<file path="config.mk">
export PLATFORM = sky130hd
export DESIGN_NAME = cefr_flag_regs
export DESIGN_NICKNAME = d
export VERILOG_FILES = /design/src/core/cefr_edge_latch.v /design/src/core/cefr_flag_regs.v
export VERILOG_INCLUDE_DIRS = /design/src /design/src/core
export SDC_FILE = /design/constraint.sdc
export NUM_CORES = 1
export LEC_CHECK = 0
export BUFFER_PORTS_ARGS = -buffer_cell sky130_fd_sc_hd__buf_4
export CORE_ASPECT_RATIO = 1.1
export CORE_MARGIN = 1.5
export CORE_UTILIZATION = 47
export DETAILED_ROUTE_END_ITERATION = 8
export MAX_ROUTING_LAYER = met4
export PLACE_DENSITY = 0.78
export SETUP_SLACK_MARGIN = 0.05
export SYNTH_ARGS = -nofsm -noshare
export SYNTH_HDL_FRONTEND = slang
export SYNTH_SLANG_ARGS = --single-unit
</file>
<file path="constraint.sdc">
create_clock -name clk -period 1.6 [get_ports clk]
set_input_delay 0 -clock clk [delete_from_list [all_inputs] [get_ports clk]]
set_output_delay 0 -clock clk [all_outputs]
set_load 0.02 [all_outputs]
</file>
<file path="src/core/cefr_defs.vh">
`ifndef CEFR_DEFS_VH
`define CEFR_DEFS_VH

// ==========================================================
// register map (offsets are word indices, one apart, not byte index * 4)
`define CEFR_IDX_FLAGS_TWO      8'h24
`define CEFR_IDX_FLAGS_THREE    8'h25
`define CEFR_IDX_FAULT_ZERO     8'h26
`define CEFR_RESET_VAL          8'h00

// ==========================================================
// flags two fields
`define CEFR_F2_DPDM            6
`define CEFR_F2_ADC             5
`define CEFR_F2_VSYS            4
`define CEFR_F2_FAST            3
`define CEFR_F2_TRICKLE         2
`define CEFR_F2_PRE             1
`define CEFR_F2_TOPOFF          0

// ==========================================================
// flags three fields
`define CEFR_F3_BATLOW          4
`define CEFR_F3_COLD            3
`define CEFR_F3_COOL            2
`define CEFR_F3_WARM            1
`define CEFR_F3_HOT             0
`define CEFR_F3_USED_MASK       8'h1f

// ==========================================================
// misc
`define CEFR_RDATA_ZERO         32'h00000000
`define CEFR_NUM_EVENTS         24

`endif

</file>
<file path="src/core/cefr_edge_latch.v">
`timescale 1ns/1ps
// ==========================================================
// one sticky flag per bit, set from a chosen edge, cleared on read
module cefr_edge_latch #(
   parameter WIDTH     = 8,
   parameter BOTH_MASK = 8'h00,
   parameter FALL_MASK = 8'h00
) (
   // clock and reset
   input  wire             clk,
   input  wire             rst_b,
   // event levels, already synchronised
   input  wire [WIDTH-1:0] level,
   // read clear
   input  wire             rd_clr,
   // stored flags
   output wire [WIDTH-1:0] flags
);

   reg  [WIDTH-1:0] last_ff;
   reg  [WIDTH-1:0] flag_ff;

   genvar i;
   generate
      for (i = 0; i < WIDTH; i = i + 1) begin : g_bit
         wire rise;
         wire fall;
         wire hit;
         assign rise = level[i] & ~last_ff[i];
         assign fall = ~level[i] & last_ff[i];
         assign hit  = BOTH_MASK[i] ? (rise | fall) : (FALL_MASK[i] ? fall : rise);
         always @(posedge clk or negedge rst_b) begin
            if (!rst_b) begin
               last_ff[i] <= 1'b0;
               flag_ff[i] <= 1'b0;
            end else begin
               last_ff[i] <= level[i];
               // set beats the read clear
               if (hit)
                  flag_ff[i] <= 1'b1;
               else if (rd_clr)
                  flag_ff[i] <= 1'b0;
            end
         end
      end
   endgenerate

   assign flags = flag_ff;

endmodule

</file>
<file path="src/core/cefr_flag_regs.v">
`timescale 1ns/1ps
`include "cefr_defs.vh"

module cefr_flag_regs (
   // clock and reset
   input  wire        clk,
   input  wire        rst_b,
   // avalon-mm slave
   input  wire [7:0]  avs_address,
   input  wire        avs_read,
   input  wire        avs_write,
   input  wire [31:0] avs_writedata,
   input  wire [3:0]  avs_byteenable,
   output reg  [31:0] avs_readdata,
   output wire        avs_waitrequest,
   output reg  [1:0]  avs_response,
   // charger event levels, asynchronous
   input  wire        data_line_detect_complete,
   input  wire        adc_conversion_done,
   input  wire        adc_one_shot_mode,
   input  wire        min_system_voltage_reg_active,
   input  wire        fast_charge_timeout,
   input  wire        trickle_timeout,
   input  wire        precharge_timeout,
   input  wire        top_off_timeout,
   input  wire        battery_low_for_boost_output,
   input  wire        thermistor_cold_cross,
   input  wire        thermistor_cool_cross,
   input  wire        thermistor_warm_cross,
   input  wire        thermistor_hot_cross,
   input  wire        battery_current_reg_active,
   input  wire        input_bus_overvoltage,
   input  wire        battery_overvoltage,
   input  wire        input_bus_overcurrent,
   input  wire        battery_discharge_overcurrent,
   input  wire        converter_overcurrent,
   input  wire        second_adapter_overvoltage,
   input  wire        first_adapter_overvoltage,
   // flag views
   output wire [7:0]  charger_event_flags_two,
   output wire [7:0]  charger_event_flags_three,
   output wire [7:0]  protection_fault_flags_zero
);

   // ==========================================================
   // input synchronisers
   wire [`CEFR_NUM_EVENTS-1:0] ev_raw;
   reg  [`CEFR_NUM_EVENTS-1:0] sync1_ff;
   reg  [`CEFR_NUM_EVENTS-1:0] sync2_ff;

   // unused slots tied low keep all three banks one shape
   assign ev_raw = {battery_current_reg_active, input_bus_overvoltage, battery_overvoltage,
                    input_bus_overcurrent, battery_discharge_overcurrent,
                    converter_overcurrent, second_adapter_overvoltage,
                    first_adapter_overvoltage,
                    3'h0, battery_low_for_boost_output, thermistor_cold_cross,
                    thermistor_cool_cross, thermistor_warm_cross, thermistor_hot_cross,
                    adc_one_shot_mode, data_line_detect_complete, adc_conversion_done,
                    min_system_voltage_reg_active, fast_charge_timeout, trickle_timeout,
                    precharge_timeout, top_off_timeout};

   always @(posedge clk or negedge rst_b) begin
      if (!rst_b) begin
         sync1_ff <= {`CEFR_NUM_EVENTS{1'b0}};
         sync2_ff <= {`CEFR_NUM_EVENTS{1'b0}};
      end else begin
         sync1_ff <= ev_raw;
         sync2_ff <= sync1_ff;
      end
   end

   // ==========================================================
   // event qualification for flags two
   wire [7:0] lvl_two;
   wire [7:0] lvl_three;
   wire [7:0] lvl_fault;
   wire       one_shot_s;

   reg        adc_prev_ff;

   // gate the done edge, not the level: a mode change alone is no conversion
   always @(posedge clk or negedge rst_b) begin
      if (!rst_b)
         adc_prev_ff <= 1'b0;
      else
         adc_prev_ff <= sync2_ff[5];
   end

   assign one_shot_s = sync2_ff[7];
   assign lvl_two[`CEFR_F2_ADC]     = sync2_ff[5] & ~adc_prev_ff & one_shot_s;
   assign lvl_two[`CEFR_F2_DPDM]    = sync2_ff[6];
   assign lvl_two[`CEFR_F2_VSYS]    = sync2_ff[4];
   assign lvl_two[`CEFR_F2_FAST]    = sync2_ff[3];
   assign lvl_two[`CEFR_F2_TRICKLE] = sync2_ff[2];
   assign lvl_two[`CEFR_F2_PRE]     = sync2_ff[1];
   assign lvl_two[`CEFR_F2_TOPOFF]  = sync2_ff[0];
   assign lvl_two[7]                = 1'b0;

   assign lvl_three = sync2_ff[15:8];
   assign lvl_fault = sync2_ff[23:16];

   // ==========================================================
   // avalon slave: one-cycle wait, answer at second edge
   reg        pend_ff;
   wire       req;
   wire       acc;
   wire       rd_two;
   wire       rd_three;
   wire       rd_fault;

   assign req             = avs_read | avs_write;
   assign avs_waitrequest = req & ~pend_ff;
   assign acc             = req & ~pend_ff;

   // clear at the snapshot edge so an event after it is never lost
   // read clears its register
   assign rd_two   = acc & avs_read & (avs_address == `CEFR_IDX_FLAGS_TWO);
   assign rd_three = acc & avs_read & (avs_address == `CEFR_IDX_FLAGS_THREE);
   assign rd_fault = acc & avs_read & (avs_address == `CEFR_IDX_FAULT_ZERO);

   always @(posedge clk or negedge rst_b) begin
      if (!rst_b)
         pend_ff <= 1'b0;
      else
         pend_ff <= req & ~pend_ff;
   end

   // ==========================================================
   // flag banks; writes never reach them
   // no write path
   cefr_edge_latch #(
      .WIDTH     (8),
      .BOTH_MASK (8'h10),
      .FALL_MASK (8'h00)
   ) u_two (
      .clk    (clk),
      .rst_b  (rst_b),
      .level  (lvl_two),
      .rd_clr (rd_two),
      .flags  (charger_event_flags_two)
   );

   // falling battery seen as rise of low level
   // thermistor crossings count either direction
   cefr_edge_latch #(
      .WIDTH     (8),
      .BOTH_MASK (8'h0f),
      .FALL_MASK (8'h00)
   ) u_three (
      .clk    (clk),
      .rst_b  (rst_b),
      .level  (lvl_three),
      .rd_clr (rd_three),
      .flags  (charger_event_flags_three)
   );

   cefr_edge_latch #(
      .WIDTH     (8),
      .BOTH_MASK (8'h80),
      .FALL_MASK (8'h00)
   ) u_fault (
      .clk    (clk),
      .rst_b  (rst_b),
      .level  (lvl_fault),
      .rd_clr (rd_fault),
      .flags  (protection_fault_flags_zero)
   );

   // ==========================================================
   // read data, captured while waitrequest is high
   always @(posedge clk or negedge rst_b) begin
      if (!rst_b) begin
         avs_readdata <= `CEFR_RDATA_ZERO;
         avs_response <= 2'h0;
      end else if (acc) begin
         avs_response <= 2'h0;
         if (avs_address == `CEFR_IDX_FLAGS_TWO)
            avs_readdata <= {24'h000000, charger_event_flags_two};
         else if (avs_address == `CEFR_IDX_FLAGS_THREE)
            avs_readdata <= {24'h000000,
                             charger_event_flags_three & `CEFR_F3_USED_MASK};
         else if (avs_address == `CEFR_IDX_FAULT_ZERO)
            avs_readdata <= {24'h000000, protection_fault_flags_zero};
         else begin
            // unmapped: zero data, slave error
            avs_readdata <= `CEFR_RDATA_ZERO;
            avs_response <= 2'h2;
         end
      end
   end

endmodule

</file>
# After elaboration in Yosys (flattened, before gate mapping)
# Index checks and enable logic that the tools add are counted.
[word_totals]
register_bits = 119
latch_bits = 0
mem_bits_rw = 0
romBits = 0
in_bits = 69
output_inout_bits = 59
elab_cells = 167
n_memories = 0
[classes]
n_addsub = 0
mul = 0
n_div = 0
magnitude_cmp = 0
eq_ne = 3
shifts = 0
mux = 29
bitwise_logic = 68
reduce_logical = 20
[op_table]
columns = ["op", "n"]
rows = [
  ["$reduce_bool A2 Y1", 20],
  ["$and A1 B1 Y1", 33],
  ["$not A1 Y1", 28],
  ["$eq A8 B6 Y1 const B", 3],
  ["$mux W8", 3],
  ["$mux W1", 23],
  ["$or A1 B1 Y1", 7],
  ["$mux W2", 3],
]

# Depth between registers and ports, before layout
[depth]
word_depth = 6
ltp_mapped = 6
ltp_nobuf = 4

# Modules after synthesis
# A second synthesis with hierarchy kept.
[unflattened]
hier_cells = 256
area_unflattened_um2 = 3487.1
[by_module_without_submodules]
columns = ["mod", "n_inst", "cells_each", "area_each_um2", "seq_area_each_um2"]
rows = [
  ["cefr_flag_regs", 1, 134, 1870.5, 1326.3],
  ["cefr_edge_latch at u_two", 1, 41, 548.0, 400.4],
  ["cefr_edge_latch at u_fault", 1, 41, 543.0, 400.4],
  ["cefr_edge_latch at u_three", 1, 40, 525.5, 400.4],
]

# Least setup slack after synthesis
# OpenSTA, ideal clock, no wires.
[synth_timing]
kind = "input -> register"
start = "in avs_address[7]"
end = "reg avs_readdata[0]"
setup_time_ps = 124
t_arrival_ps = 1684
required_time_ps = 1476
setup_slack_ps = -208
cell_stages = 6
n_path_buf = 2
cell_sequence = "or4b_1 or3b_1 buf_2 or3_1 buf_2 o31a_1"
[synth_between]
elab_chain_cells = 4
word_cells_on_any_way = 6
classes_between = "eq/ne (3); mux (3)"
[synth_lines]
columns = ["element", "line", "source"]
rows = [
  ["start, declared", "cefr_flag_regs.v:9", "input wire [7:0] avs_address,"],
  ["$eq A8 B6 Y1 (no line)", "n/a", ""],
  ["$mux W8", "cefr_flag_regs.v:182", "else if (avs_address == `CEFR_IDX_FAULT_ZERO)"],
  ["$mux W8", "cefr_flag_regs.v:179", "else if (avs_address == `CEFR_IDX_FLAGS_THREE)"],
  ["$mux W8 (*)", "cefr_flag_regs.v:177", "if (avs_address == `CEFR_IDX_FLAGS_TWO)"],
  ["end signal, assigned", "cefr_flag_regs.v:178", "avs_readdata <= {24'h000000, charger_event_flags_two};"],
  ["end signal, assigned", "cefr_flag_regs.v:180", "avs_readdata <= {24'h000000,"],
  ["end signal, assigned", "cefr_flag_regs.v:183", "avs_readdata <= {24'h000000, protection_fault_flags_zero};"],
  ["end, declared", "cefr_flag_regs.v:14", "output reg [31:0] avs_readdata,"],
]
# Every way passes the cells marked *; elsewhere a longest branch is shown, timed or not.
# A chain may end at the register's enable or synchronous reset.

# Worst setup path after layout
[layout_timing]
start = "in avs_address[7]"
end = "reg u_three.flag_ff[2] (netlist: u_three.flags[2])"
[layout_between]
elab_chain_cells = 3
[layout_lines]
columns = ["element", "line", "source"]
rows = [
  ["$eq A8 B6 Y1 (no line)", "n/a", ""],
  ["$and A1 B1 Y1", "cefr_flag_regs.v:118", "assign rd_three = acc & avs_read & (avs_address == `CEFR_IDX_FLAGS_THREE);"],
  ["$reduce_bool A2 Y1 (no line)", "n/a", ""],
  ["end signal, assigned by index", "cefr_edge_latch.v:35", "flag_ff[i] <= 1'b0;"],
  ["end signal, assigned by index", "cefr_edge_latch.v:40", "flag_ff[i] <= 1'b1;"],
  ["end signal, assigned by index", "cefr_edge_latch.v:42", "flag_ff[i] <= 1'b0;"],
  ["end, declared", "cefr_edge_latch.v:21", "reg [WIDTH-1:0] flag_ff;"],
]
# Every way passes these cells.

==> flow_summary.yaml <==
floorplanning:
  fp.dieW_um: 81.44
  start_util_pct: 48.52
  io_pins: 128
  rows: 31
  die_y_um: 89.28
  core-area_sq_um: 6555
  dieArea_sq_um: 7270
cts:
  cts-htree-levels: 3
  cts.sinks: 93
  numCtsBuffers: 9
  clk_latency_ps: 350
  cts_tree: "yes"
  cts_root_buffer: "clkbuf_8"
  clk_pin_slew_ps: 80
  cts_buffer_depth: 2
status:
  status: "finished, final reports clean"
hold_path:
  worstHoldStart: "avs_address[1]"
  holdCritPathClass: "in2reg"
  min_path_cells: 3
routing:
  drc: 0
  ant_nets: 0
  wl_per_cell_um: 12.86
  viasPerCell: 4.531
  initialDrtViolationCount: 157
  vias: 1844
  drt-total-wl_um: 5234
  drt_first_pass_iters: 4
global_routing:
  antenna_found_initial: 0
  grt_use_total_pct: 16.86
  overflow: 0
  grt_pass1_vias: 1802
  grt_max_degree: 36
  grt_first_pass_wirelength_um: 8314
worst_setup_path:
  critPathSlowestCell: "or4b_1"
  critical_path.cell_chain: "buf_4, or4b_1, or3b_1, buf_4, or2_2, a21o_1"
  worstReg2RegStart: "pend_ff$_DFF_PN0_"
  cp_common_cell: "buf_4"
  required_ps: 1850
  worstSetupStartpoint: "avs_address[7]"
  cp_max_fo: 7
  end_kind: "flip-flop"
  worstPathArrival_ps: 1780
  startpoint_type: "input port"
  critical_path_class: "in2reg"
  cp_slowest_stage_delay_ps: 560
  reg2regPathDepth: 3
place:
  placed_cells: 368
  portBuffers: 62
  dpl.hpwl_um: 3712
  gp_congestion: 0.8167
yosys:
  synth_seq_cells: 93
  syn_inst: 224
  synth_compound_area_share_pct: 9.599
  yosysWarnings: 0
  syn_area_per_cell_sq_um: 14.20
  synth_simple_gate_area_share_pct: 5.547
  synth_mux_area_share_pct: 0.6294
  yosysUniqueCellTypes: 27
  ys_async_sr_fraction_pct: 100.0
  netlist_area_sq_um: 3181
  ys_seq_area_share_pct: 73.17
  synth_edf_count: 0
  synth_top_family_by_area: "compound AO/OA/AOI/OAI gates"
  synth-adder-area-share_pct: 0
  synthXorXnorAreaFrac_pct: 1.652
  synth-main-ff-cell: "dfrtp_1"
power:
  p_seq_share_pct: 58.7
  p_leak_nw: 1.944
  power_density_nw_per_um2: 1030
  netSwitchingFraction_pct: 23.41
  p_clk_share_pct: 33.5
  net-switching-power_mw: 0.9881
  intPower_mw: 3.233
  ir_worst_vdd_mv: 0.6261
  combPwrFrac_pct: 7.8
finish:
  final_cell_mix: "dfrtp_1 (93), buf_4 (67), conb_1 (29)"
  n_fill_cell: 504
  final_common_cell: "dfrtp_1"
  register_area_sq_um: 2327
  drive_gt1_share_pct: 26.46
  multi_input_comb_area_sq_um: 674.4
  post-route-util_pct: 62.55
  fin_cells: 407
  diodes: 0
  fin_nets: 389
  area_growth_pct: 28.91
sta:
  hold-worst-slack_ps: 37.86
  rsz0062_at_grt: "true"
  finalHoldViolCount: 0
  setup_viol: 0
  post-route-min-period_ps: 1532
  fin_crit_sh_pct: 95.72
  fmax_mhz: 652.9
  drv_slew: 0
  fin_skew_ps: 7.130
run:
  max_cap_violations: 0
## layout make-up
| type | count | area share [%] |
|---|---|---|
| Sequential cell | 93 | 56.76 |
| Timing Repair Buffer | 91 | 18.37 |
| Multi-Input combinational cell | 110 | 16.45 |
| Clock buffer | 12 | 3.784 |
| Tap cell | 82 | 2.502 |
| Inverter | 15 | 1.373 |
| Clock inverter | 4 | 0.7629 |
## flip-flops by register name, summed over array words and instances (netlist names)
name             flops
pend_ff              1
u_fault.flags        8
avs_readdata         8
u_fault.last_ff      8
u_three.flags        5
avs_response         1
sync1_ff            21
u_two.flags          7
u_two.last_ff        7
adc_prev_ff          1
u_three.last_ff      5
sync2_ff            21
## metal layers
metal  part of all wire (%)  track usage [%]  vias to the layer above
li1                       -                -                      878
met1                     40            19.85                      878
met2                     50            24.72                       73
met3                    6.9            4.388                       15
met4                    3.8            12.85                        0
met5                      0                -                        -
## critical path, delay by kind of cell
family / cells / cell delay, ps
and+or+nand+nor: 3 / 1310
buffers and inverters: 2 / 270
AOI/OAI and AO/OA: 1 / 190
## cells by family (layout without fill, tap and decap cells)
| kind of cell | after synthesis | after routing |
|---|---|---|
| DFF | 93 | 93 |
| buffers and inverters | 49 | 122 |
| xor gates and xnor gates | 6 | 6 |
| other | 1 | 29 |
| AOI/OAI and AO/OA | 41 | 41 |
| muxes | 2 | 2 |
| and+or+nand+nor | 32 | 32 |
## synth_stat cells, types with 5 or more instances
master	instances	area, sq um
o31ai_1	5	37.54
inv_1	15	56.30
a22o_1	13	113.9
a21o_1	7	52.55
nand2_1	13	48.80
a21oi_1	6	30.03
nand2b_1	5	31.28
buf_4	29	217.7
xor2_1	6	52.55
o31a_1	5	43.79
dfrtp_1	93	2327
nor2b_1	5	31.28
## through the flow
step                setup slack [ps]  total power, mW  setup TNS (ps)  area [sq um]
global route                   45.06            4.426               0          4100
floorplan                     -207.9            2.704           -1480          3286
detailed placement            -270.6            2.812           -6137          3672
global placement              -236.4            2.803           -4314          3672
CTS                            69.66            4.265               0          4089
finish                         68.43            4.221               0          4100
## power by group through the flow
| stage | logic, mW | clock network (mW) | registers [mW] |
|---|---|---|---|
| 6_report | 0.329 | 1.42 | 2.48 |
| 5_1_grt | 0.365 | 1.57 | 2.49 |
| 4_1_cts | 0.331 | 1.46 | 2.48 |
| 3_5_place_dp | 0.286 | 0 | 2.53 |
| 3_3_place_gp | 0.282 | 0 | 2.52 |
| 2_1_floorplan | 0.178 | 0 | 2.53 |
## path summary, 6_finish.rpt
path | slack, ps | end
min reg2reg | 350 | sync2_ff[17]$_DFF_PN0_
min in group asynchronous | 130 | u_three.last_ff[2]$_DFF_PN0_
max in group asynchronous | 920 | u_two.last_ff[6]$_DFF_PN0_
min | 40 | avs_readdata[7]$_DFFE_PN0P_
max reg2reg | 250 | avs_readdata[4]$_DFFE_PN0P_
max | 70 | u_three.flags[2]$_DFFE_PN0P_
## timing repair
item	4_1_cts	5_1_grt
hold buffers	23	0
buffers inserted	0	0
gates resized for setup	0	2
endpoints found under the setup margin	0	20
endpoints found under the hold margin	115	0
(Power assumes the default switching activity.)
